===== src/common/crrt_pkg.sv =====
// Constants, types and the address decoder for the receiver register tail.
`default_nettype none

package crrt_pkg;

  // ****************************************************************
  // Address map
  // ****************************************************************
  localparam logic [7:0] ADDR_LOW_FIRST = 8'h00;
  localparam logic [7:0] ADDR_LOW_LAST = 8'h0F;
  localparam logic [7:0] ADDR_TEMP_LO = 8'h3E;
  localparam logic [7:0] ADDR_TEMP_HI = 8'h3F;
  localparam logic [7:0] ADDR_CTRL = 8'h40;
  localparam logic [7:0] ADDR_TEST_FIRST = 8'h41;
  localparam logic [7:0] ADDR_TEST_LAST = 8'h6F;

  // ****************************************************************
  // Field layout and reset values
  // ****************************************************************
  localparam int TEMP_CODE_W = 12;
  localparam int TEMP_LO_LSB = 4;
  localparam int TEMP_LO_BITS = 4;
  localparam int TEMP_HI_LSB = 4;
  localparam int CTRL_WR_GATE_BIT = 0;
  localparam int CTRL_PULLUP_LSB = 4;
  localparam int CTRL_PULLUP_W = 2;
  localparam int CTRL_TEST_LSB = 6;
  localparam int CTRL_TEST_W = 2;
  localparam logic [7:0] CTRL_RESET = 8'h00;
  localparam logic [11:0] TEMP_RESET = 12'h000;
  localparam logic [7:0] READ_ZERO = 8'h00;

  // ****************************************************************
  // Pad pull-up codes and conversion scale
  // ****************************************************************
  localparam logic [1:0] PULLUP_OFF = 2'h0;
  localparam logic [1:0] PULLUP_500K = 2'h1;
  localparam logic [1:0] PULLUP_1000K = 2'h2;
  localparam logic [1:0] PULLUP_2000K = 2'h3;
  // Millivolts at the temperature sense pin per result code.
  localparam real TEMP_SENSE_MV_PER_CODE = 0.0392;

  // ****************************************************************
  // Address regions
  // ****************************************************************
  typedef enum logic [2:0] {
    REGION_LOW_BANK,
    REGION_EXT,
    REGION_TEMP_LO,
    REGION_TEMP_HI,
    REGION_CTRL,
    REGION_TEST,
    REGION_UNMAPPED
  } crrt_region_e;

  function automatic crrt_region_e crrt_region(input logic [7:0] addr);
    crrt_region_e r;
    r = REGION_UNMAPPED;
    if (addr <= ADDR_LOW_LAST) begin
      r = REGION_LOW_BANK;
    end else if (addr < ADDR_TEMP_LO) begin
      r = REGION_EXT;
    end else if (addr == ADDR_TEMP_LO) begin
      r = REGION_TEMP_LO;
    end else if (addr == ADDR_TEMP_HI) begin
      r = REGION_TEMP_HI;
    end else if (addr == ADDR_CTRL) begin
      r = REGION_CTRL;
    end else if (addr >= ADDR_TEST_FIRST && addr <= ADDR_TEST_LAST) begin
      r = REGION_TEST;
    end
    return r;
  endfunction

endpackage

`default_nettype wire


===== src/common/crrt_ctrl_if.sv =====
// Link between the register tail and its serial port control byte.
`timescale 1ns/1ps
`default_nettype none

interface crrt_ctrl_if;
  logic wrStb;
  logic [7:0] wrData;
  logic [7:0] value;

  modport ctrlReg (
    input wrStb,
    input wrData,
    output value
  );

  modport bank (
    output wrStb,
    output wrData,
    input value
  );
endinterface

`default_nettype wire


===== src/hw/crrt_ctrl_reg.sv =====
// Serial port control byte: write gate, pad pull-up select, test bits.
`timescale 1ns/1ps
`default_nettype none

module crrt_ctrl_reg (
  // Clock, reset, enable
  input wire logic mclk,
  input wire logic rst,
  input wire logic ce,
  // Control byte access
  crrt_ctrl_if.ctrlReg ctl
);

  logic [7:0] ctrl_reg;
  logic [7:0] ctrl_next;

  // ****************************************************************
  // Next value
  // ****************************************************************
  // All eight bits are stored as written, the test bits included, so
  // that a read shows exactly what the host put there.
  always_comb begin
    ctrl_next = ctrl_reg;
    if (ctl.wrStb) begin
      ctrl_next = ctl.wrData;
    end
  end

  // ****************************************************************
  // Register
  // ****************************************************************
  always_ff @(posedge mclk) begin
    if (rst) begin
      ctrl_reg <= crrt_pkg::CTRL_RESET;
    end else if (ce) begin
      ctrl_reg <= ctrl_next;
    end
  end

  assign ctl.value = ctrl_reg;

endmodule

`default_nettype wire


===== src/hw/crrt_reg_tail.sv =====
// Register tail: temperature result bytes, serial port control, test range.
//
// Overview of operation
// 12-bit temperature code read-only; low nibble at 0x3E[7:4], rest 0x3F.
// Result code passes unscaled, one code per fixed pin voltage step.
// Control bit 0 at 0x40 gates writes to 0x00-0x0F; reset blocks.
// Control bits 5:4 pick pad pull-up 500k, 1000k or 2000k ohm.
// Host writes only zero to control test bits 7 and 6.
// Host never touches test addresses 0x41 through 0x6F.
// Gated low-bank writes and writes to result bytes are dropped.
`timescale 1ns/1ps
`default_nettype none

module crrt_reg_tail #(
  parameter int TEMP_W = crrt_pkg::TEMP_CODE_W
) (
  // Clock, reset, enable
  input wire logic mclk,
  input wire logic rst,
  input wire logic ce,
  // Byte access from the two-wire serial engine
  input wire logic hostRdEn,
  input wire logic hostWrEn,
  input wire logic [7:0] hostAddr,
  input wire logic [7:0] hostWrData,
  output logic [7:0] hostRdData,
  output logic hostRdValid,
  // Temperature converter result
  input wire logic [TEMP_W-1:0] tempCode,
  input wire logic tempCodeValid,
  // Registers below this tail, in other banks
  input wire logic [7:0] extRdData,
  output logic extWrEn,
  output logic [7:0] extWrAddr,
  output logic [7:0] extWrData,
  output logic lowBankWrBlocked,
  // Serial pad control and write gate state
  output logic [1:0] padPullupSelect,
  output logic lowBankWrAllow
);

  // ****************************************************************
  // Declarations
  // ****************************************************************
  crrt_ctrl_if ctl ();

  logic [TEMP_W-1:0] temp_reg;
  logic [TEMP_W-1:0] temp_next;
  logic [7:0] hiHold_reg;
  logic [7:0] hiHold_next;
  logic hiHeld_reg;
  logic hiHeld_next;
  logic [7:0] rdData_reg;
  logic [7:0] rdData_next;
  logic rdValid_reg;
  logic rdValid_next;
  logic extWrEn_reg;
  logic extWrEn_next;
  logic [7:0] extWrAddr_reg;
  logic [7:0] extWrAddr_next;
  logic [7:0] extWrData_reg;
  logic [7:0] extWrData_next;
  logic blocked_reg;
  logic blocked_next;

  crrt_pkg::crrt_region_e wrRegion;
  crrt_pkg::crrt_region_e rdRegion;
  logic gateOpen;
  logic [7:0] tempLoByte;
  logic [7:0] tempHiByte;

  // ****************************************************************
  // Control byte
  // ****************************************************************
  crrt_ctrl_reg u_ctrl (
    .mclk(mclk),
    .rst(rst),
    .ce(ce),
    .ctl(ctl.ctrlReg)
  );

  assign wrRegion = crrt_pkg::crrt_region(hostAddr);
  assign rdRegion = crrt_pkg::crrt_region(hostAddr);
  assign ctl.wrStb = hostWrEn && (wrRegion == crrt_pkg::REGION_CTRL);
  assign ctl.wrData = hostWrData;
  assign gateOpen = ctl.value[crrt_pkg::CTRL_WR_GATE_BIT];

  // ****************************************************************
  // Result byte views
  // ****************************************************************
  // The low nibble of the code sits in the upper half of the low byte;
  // the lower half reads as zero.
  always_comb begin
    tempLoByte = crrt_pkg::READ_ZERO;
    tempLoByte[crrt_pkg::TEMP_LO_LSB +: crrt_pkg::TEMP_LO_BITS] =
      temp_reg[crrt_pkg::TEMP_LO_BITS-1:0];
    tempHiByte = temp_reg[TEMP_W-1:crrt_pkg::TEMP_HI_LSB];
  end

  // ****************************************************************
  // Temperature result and high byte hold
  // ****************************************************************
  // A fresh conversion may land between the host's read of the low
  // byte and its read of the high byte. The high byte is therefore
  // held when the low byte is read, and the held copy answers the
  // next high byte read, so a low-then-high pair is always coherent.
  always_comb begin
    temp_next = temp_reg;
    hiHold_next = hiHold_reg;
    hiHeld_next = hiHeld_reg;
    if (tempCodeValid) begin
      temp_next = tempCode;
    end
    if (hostRdEn && rdRegion == crrt_pkg::REGION_TEMP_LO) begin
      hiHold_next = tempHiByte;
      hiHeld_next = 1'b1;
    end else if (hostRdEn && rdRegion == crrt_pkg::REGION_TEMP_HI) begin
      hiHeld_next = 1'b0;
    end
  end

  always_ff @(posedge mclk) begin
    if (rst) begin
      temp_reg <= crrt_pkg::TEMP_RESET;
      hiHold_reg <= crrt_pkg::READ_ZERO;
      hiHeld_reg <= 1'b0;
    end else if (ce) begin
      temp_reg <= temp_next;
      hiHold_reg <= hiHold_next;
      hiHeld_reg <= hiHeld_next;
    end
  end

  // ****************************************************************
  // Read path
  // ****************************************************************
  // Test addresses and anything past them answer zero; the host is
  // not meant to go there, but a stray read must not hang the bus.
  always_comb begin
    rdValid_next = hostRdEn;
    rdData_next = rdData_reg;
    if (hostRdEn) begin
      case (rdRegion)
        crrt_pkg::REGION_LOW_BANK: begin
          rdData_next = extRdData;
        end
        crrt_pkg::REGION_EXT: begin
          rdData_next = extRdData;
        end
        crrt_pkg::REGION_TEMP_LO: begin
          rdData_next = tempLoByte;
        end
        crrt_pkg::REGION_TEMP_HI: begin
          rdData_next = hiHeld_reg ? hiHold_reg : tempHiByte;
        end
        crrt_pkg::REGION_CTRL: begin
          rdData_next = ctl.value;
        end
        default: begin
          rdData_next = crrt_pkg::READ_ZERO;
        end
      endcase
    end
  end

  always_ff @(posedge mclk) begin
    if (rst) begin
      rdData_reg <= crrt_pkg::READ_ZERO;
      rdValid_reg <= 1'b0;
    end else if (ce) begin
      rdData_reg <= rdData_next;
      rdValid_reg <= rdValid_next;
    end
  end

  // ****************************************************************
  // Write path to other banks
  // ****************************************************************
  // Low-bank writes pass only while the gate is open. Result bytes and
  // the test range have no write path at all; such writes vanish.
  always_comb begin
    extWrEn_next = 1'b0;
    extWrAddr_next = extWrAddr_reg;
    extWrData_next = extWrData_reg;
    blocked_next = 1'b0;
    if (hostWrEn) begin
      case (wrRegion)
        crrt_pkg::REGION_LOW_BANK: begin
          if (gateOpen) begin
            extWrEn_next = 1'b1;
            extWrAddr_next = hostAddr;
            extWrData_next = hostWrData;
          end else begin
            blocked_next = 1'b1;
          end
        end
        crrt_pkg::REGION_EXT: begin
          extWrEn_next = 1'b1;
          extWrAddr_next = hostAddr;
          extWrData_next = hostWrData;
        end
        default: begin
          extWrEn_next = 1'b0;
        end
      endcase
    end
  end

  always_ff @(posedge mclk) begin
    if (rst) begin
      extWrEn_reg <= 1'b0;
      extWrAddr_reg <= crrt_pkg::ADDR_LOW_FIRST;
      extWrData_reg <= crrt_pkg::READ_ZERO;
      blocked_reg <= 1'b0;
    end else if (ce) begin
      extWrEn_reg <= extWrEn_next;
      extWrAddr_reg <= extWrAddr_next;
      extWrData_reg <= extWrData_next;
      blocked_reg <= blocked_next;
    end
  end

  // ****************************************************************
  // Outputs
  // ****************************************************************
  // Code 0 selects no documented strength; the pad logic decides.
  assign padPullupSelect =
    ctl.value[crrt_pkg::CTRL_PULLUP_LSB +: crrt_pkg::CTRL_PULLUP_W];
  assign lowBankWrAllow = gateOpen;
  assign hostRdData = rdData_reg;
  assign hostRdValid = rdValid_reg;
  assign extWrEn = extWrEn_reg;
  assign extWrAddr = extWrAddr_reg;
  assign extWrData = extWrData_reg;
  assign lowBankWrBlocked = blocked_reg;

endmodule

`default_nettype wire


===== config.mk =====
export PLATFORM = sky130hd
export DESIGN_NAME = crrt_reg_tail
export DESIGN_NICKNAME = d
export VERILOG_FILES = /design/src/common/crrt_pkg.sv /design/src/common/crrt_ctrl_if.sv /design/src/hw/crrt_ctrl_reg.sv /design/src/hw/crrt_reg_tail.sv
export SDC_FILE = /design/constraint.sdc
export NUM_CORES = 1
export LEC_CHECK = 0
export BUFFER_PORTS_ARGS = -buffer_cell sky130_fd_sc_hd__buf_4
export CAP_MARGIN = 20
export CORE_ASPECT_RATIO = 0.7
export CORE_MARGIN = 8
export CORE_UTILIZATION = 46
export CTS_CLUSTER_DIAMETER = 150
export DETAILED_ROUTE_END_ITERATION = 8
export GPL_TIMING_DRIVEN = 0
export PLACE_DENSITY = 0.75
export SLEW_MARGIN = 15
export SYNTH_ARGS = -nofsm -noshare
export SYNTH_HDL_FRONTEND = slang
export SYNTH_HIERARCHICAL = 1
export SYNTH_SLANG_ARGS = --single-unit

===== constraint.sdc =====
create_clock -name mclk -period 1.8 [get_ports mclk]
set_clock_uncertainty 0.05 [all_clocks]
set_input_delay 0 -clock mclk [delete_from_list [all_inputs] [get_ports mclk]]
set_output_delay 0 -clock mclk [all_outputs]
set_load 0.02 [all_outputs]

## Word-level counts from Yosys, hierarchy flattened

Index checks and enable logic that the tools add are counted.
W data, S select, Z words.

| word-level totals | value |
|---|---|
| register bits after elaboration | 56 |
| input bits | 42 |
| output and inout port bits | 30 |
| logic and storage cells | 56 |

| cells by class | value |
|---|---|
| magnitude comparators | 4 |
| equal/unequal tests | 8 |
| muxes and demuxes | 20 |
| reductions and logical operators | 14 |

Operators with widths:

| kind | count |
|---|---|
| $pmux W8 S2 | 2 |
| $pmux W8 S4 | 1 |
| $mux W8 | 3 |
| $eq A8 B6 Y1 const B | 2 |
| $mux W3 | 5 |
| $reduce_and A2 Y1 | 5 |
| $eq A8 B7 Y1 const B | 1 |
| $ge A8 B7 Y1 const B | 1 |
| $le A8 B4 Y1 const B | 1 |
| $le A8 B7 Y1 const B | 1 |
| $lt A8 B6 Y1 const B | 1 |
| $mux W1 | 7 |
| $eq A3 B2 Y1 const B | 2 |
| $logic_and A1 B1 Y1 | 4 |
| $reduce_and A4 Y1 | 1 |
| $reduce_bool A2 Y1 | 2 |
| $eq A3 B1 Y1 const B | 1 |
| $eq A3 B3 Y1 const B | 1 |
| $logic_not A3 Y1 | 1 |
| $mux W2 | 1 |
| $ne A2 B1 Y1 const B | 1 |
| $pmux W1 S2 | 1 |
| $reduce_or A2 Y1 | 1 |

## Logic depth before layout (Yosys ltp)

| logic depth | value |
|---|---|
| depth in word-level cells | 12 |
| mapped depth | 8 |
| gate-level depth less buffers | 6 |

## Modules after synthesis

The synthesis kept the hierarchy.

By module, submodules not included:

| module | instances | cells each | area each (um2) | sequential area each (um2) |
|---|---|---|---|---|
| crrt_reg_tail | 1 | 235 | 2077.0 | 960.9 |
| crrt_ctrl_reg | 1 | 37 | 366.6 | 160.2 |

## Worst setup path after synthesis

No wires, ideal clock.

| timing path | value |
|---|---|
| path type | input -> register |
| from | input port hostAddr[0] |
| to | register u_ctrl.ctrl_reg[3], in the netlist u_ctrl/ctl.value[3] |
| setup time | 128 ps |
| arrival | 1649 ps |
| setup slack | -27 ps |
| stages | 8 |
| path through | or4_1 > or3_1 > nor2_1 > and2_1 > buf_2 > buf_6 > a21bo_1 > a21oi_1 |

| on the way | value |
|---|---|
| word-level cells in the longest chain between the ends | 11 |
| elaborated cells on any way between the ends | 17 |

Ends and longest elaborated chain:

| element | line | RTL |
|---|---|---|
| start: declaration | crrt_reg_tail.sv:24 | `input wire logic [7:0] hostAddr,` |
| $ge A8 B7 Y1 / $le A8 B7 Y1 (equally long branches) | crrt_pkg.sv:69 | `end else if (addr >= ADDR_TEST_FIRST && addr <= ADDR_TEST_LAST) begin` |
| $logic_and A1 B1 Y1 | crrt_pkg.sv:69 |  |
| $mux W2 | crrt_pkg.sv:69 |  |
| $mux W3 | crrt_pkg.sv:67 | `end else if (addr == ADDR_CTRL) begin` |
| $mux W3 | crrt_pkg.sv:65 | `end else if (addr == ADDR_TEMP_HI) begin` |
| $mux W3 | crrt_pkg.sv:63 | `end else if (addr == ADDR_TEMP_LO) begin` |
| $mux W3 | crrt_pkg.sv:61 | `end else if (addr < ADDR_TEMP_LO) begin` |
| $mux W3 * | crrt_pkg.sv:59 | `if (addr <= ADDR_LOW_LAST) begin` |
| $eq A3 B3 Y1 * | crrt_reg_tail.sv:84 | `assign ctl.wrStb = hostWrEn && (wrRegion == crrt_pkg::REGION_CTRL);` |
| $logic_and A1 B1 Y1 * | crrt_reg_tail.sv:84 |  |
| via ctl.wrStb | crrt_ctrl_if.sv:6 | `logic wrStb;` |
| $reduce_and A2 Y1 (no line) * | n/a |  |
| end signal: assignment | crrt_ctrl_reg.sv:34 | `ctrl_reg <= crrt_pkg::CTRL_RESET;` |
| end signal: assignment | crrt_ctrl_reg.sv:36 | `ctrl_reg <= ctrl_next;` |
| end: declaration | crrt_ctrl_reg.sv:14 | `logic [7:0] ctrl_reg;` |

The timed path passes the listed nets; every way through them passes the cells marked *.
A chain may end at the register's enable or synchronous reset.

## Worst setup path after layout

| timing path | value |
|---|---|
| from | input port hostAddr[0] |
| to | register u_ctrl.ctrl_reg[4], in the netlist u_ctrl/ctl.value[4] |

The elaborated chain is that of the path after synthesis.

==> impl_results.md <==
* Total CTS buffers at 5
* Post-Place Cells at 414
* Clock Path Buffers at 2
* Largest net degree at the start of global routing at 17
* Min Tclk post-route at 1.68 ns
* Global-route wire length before repair at 11,000 microns
* Hold path start: rst
* Count leader, synth: dfxtp_1
* Int Pwr at 1700 uW
* Vias in the first global route at 2,296
* Routed Antenna Nets at 0
* Die ar. at 7940 sq um
* Pleak at 0.00134 uW
* Final setup viols at 0
* CTS tree: done
* Router iterations before antenna repair at 5
* Clock power share at 30.0%
* GR Util All Layers at 17.1%
* WL/cell at 14.9 microns
* DIE WIDTH at 103 microns
* Worst endpoint required time at 1.93 ns
* Post-CTS setup buffer count at 0
* Hold path endpoint: u_ctrl/ctl.value[0]$_SDFFE_PP0P_
* Critical path arrival at 1.81 ns
* # clock sinks at 56
* Max reg flops at 12
* Finished Layout Cells at 456
* Cell area power density at 640 nW/um^2
* Worst reg-to-reg path cell count at 6
* Endpoints failing hold at 0
* Htree depth at 2
* DRC Markers at 0
* Top cell type's share of synthesized area at 45.9%
* GRT Residual Overflow at 0
* Row cnt at 22
* Area grow syn2layout at 43.8%
* RSZ-0062 raised after global routing: no
* Nets at 425
* Sequential power share at 56.5%
* Max Clk Rate at 596 MHz
* Switching fraction of total power at 24.6%
* CP endpoint kind: flip-flop
* Share of cells above drive strength 1 at 24.0%
* NetSw at 553 uW
* Initial Util at 47.2%
* Synth Area per Inst at 8.98 sq um
* Max Cap Violations at 0
* Synth cell count leaders: dfxtp_1 (56), nand2_1 (37), mux2i_1 (30), nor2_1 (30), a21oi_1 (26)
* CP Class: in2reg
* Startpoint Class: input port
* Initial antenna violation count at 0
* Worst slew pin tran at 0.567 ns
* Antenna cells at 0
* CTS root buf: clkbuf_8
* Ys Warns at 6
* Worst-path clk slew at 0.09 ns
* Via/cell ratio at 5.11
* # IOs at 72
* Reg-to-reg startpoint: u_ctrl/ctl.value[0]$_SDFFE_PP0P_
* Core area at 5170 sq um
* DP Area at 3060 sq um
* Final clock period utilization by the worst path at 93.3%
* Sequential share of the synthesized area at 45.9%
* Gate power share at 13.5%
* Overall power at 2250 uW
* Final slew viol count at 0
* Post-synth ARST share at 0%
* Cell count after synthesis at 272
* Yosys reg bits at 56
* Fill cells at 437
* Hpwl dp at 5080 microns
* Hold depth at 2
* 1st-iter DRT viols at 125
* HP Class: in2reg
* Skew-Pair Late Insertion Delay at 0.31 ns
* R2R Setup Slk at 0.14 ns
* Mapped Area at 2440 sq um
* Status: finished, final reports clean
* Die height at 77.0 microns
* Routed vias at 2,329
* Slew margin rel. at 62.2%
* Worst Path Max Fanout at 10
* WL final at 6810 microns
* Area contributors post-synth: dfxtp_1 (46%), mux2i_1 (12%), nand2_1 (5.7%), a21oi_1 (5.3%), nor2_1 (4.6%)
* GP Congestion at 0.803
* FF-to-FF End: extWrAddr[0]$_SDFFE_PP0P_
* Max IR drop VDD at 0.437 mV
* Post-synthesis cell type count at 37
* Fin Hold WS at 0.0111 ns
* Top_reg_cell synth: dfxtp_1
* Number of buffers added on ports at 70
* Design area at 3510 sq um
* Post-synth EDFFs at 0
* Synth area leader: dfxtp_1
* Syn_nets at 314
==> power by group through the flow <==
stage                     sequential (uW)  clock (uW)  combinational, uW
after global routing                 1270         729                330
after detailed placement             1300           0                241
after floorplan                      1310           0                102
final                                1270         676                303
after CTS                            1270         689                300
after global placement               1300           0                237
==> cell usage in the layout (no fill, tap or decap), types with 2 or more instances in the layout <==
master | synthesis | routed
a22o_1 | 4 | 4
a41oi_1 | 3 | 3
buf_1 | 2 | 2
a21bo_1 | 5 | 5
or3_1 | 5 | 4
clkbuf_1 | 7 | 8
clkbuf_8 | 0 | 5
a21oi_1 | 26 | 26
nor2_2 | 1 | 2
nand2_1 | 37 | 37
nand2b_1 | 2 | 2
and2_1 | 3 | 3
a21o_1 | 4 | 4
o2bb2ai_1 | 4 | 4
inv_1 | 6 | 6
o21ai_0 | 5 | 5
nand3_1 | 14 | 14
clkbuf_4 | 0 | 2
dlygate4sd3_1 | 0 | 35
dfxtp_1 | 56 | 56
a21bo_2 | 3 | 3
nor3b_1 | 2 | 2
buf_4 | 2 | 72
o32ai_1 | 4 | 4
a211o_1 | 2 | 2
nor2_1 | 30 | 28
mux2i_1 | 30 | 30
buf_6 | 2 | 2
==> worst max path at each step <==
stage / slack [ns] / end / startpoint / cells after the start
global placement: -0.33 / extWrAddr[3]$_SDFFE_PP0P_ / hostAddr[7] / 8
finish: 0.12 / u_ctrl/ctl.value[4]$_SDFFE_PP0P_ / hostAddr[0] / 9
detailed placement: -0.39 / extWrAddr[0]$_SDFFE_PP0P_ / hostAddr[7] / 8
CTS: 0.02 / u_ctrl/ctl.value[4]$_SDFFE_PP0P_ / hostAddr[0] / 9
global route: 0.006 / extWrAddr[4]$_SDFFE_PP0P_ / u_ctrl/ctl.value[0]$_SDFFE_PP0P_ / 6
floorplan: 0.02 / u_ctrl/ctl.value[3]$_SDFFE_PP0P_ / hostAddr[0] / 8
==> area by class of cell <==
type / instances / area, sq um / area share [%]
Tap cell: 72 / 90.1 / 2.56
Clock inverter: 1 / 8.76 / 0.249
Timing Repair Buffer: 105 / 876 / 24.9
Sequential cell: 56 / 1120 / 31.9
Inverter: 6 / 22.5 / 0.641
Clock buffer: 7 / 76.3 / 2.17
Multi-Input combinational cell: 194 / 1220 / 34.8
Buffer: 15 / 97.6 / 2.78
==> worst max-delay path, cell delays in order <==
cell	delay [ns]
buf_4	0.14
or4_1	0.54
or3_4	0.37
nor2_4	0.14
and2_1	0.14
clkbuf_4	0.18
buf_6	0.15
a21bo_1	0.11
a21oi_1	0.06
==> metrics by stage <==
stage / setup WS [ns] / TNS [ns] / util [%]
final: 0.121 / 0 / 67.9
after floorplan: 0.0176 / 0 / -
after CTS: 0.0246 / 0 / 67.6
after detailed placement: -0.394 / -7.69 / 59.2
after global routing: 0.00607 / 0 / 67.9
after global placement: -0.325 / -6.65 / 59.2
==> metal layers <==
metal | track usage [%] | vias up | share of wire [%]
li1 | - | 1182 | -
met1 | 23.8 | 1072 | 48
met2 | 25.4 | 70 | 43
met3 | 5.23 | 5 | 8.4
met4 | 3.02 | 0 | 0.34
met5 | 0 | - | 0
==> logic make-up after synthesis <==
family | synth area share (%)
simple gates | 18.7
buf+inv | 4.86
mux | 12.3
flops | 45.9
compound gates | 18.3
==> timing repair <==
action | 4_1_cts | 5_1_grt
endpoints found under the hold margin | 40 | 0
pin swaps | 0 | 1
hold buffers | 35 | 0
setup endpoints to repair | 7 | 19
resized for setup | 1 | 5
No activity file was read; power rests on OpenSTA's default activity.
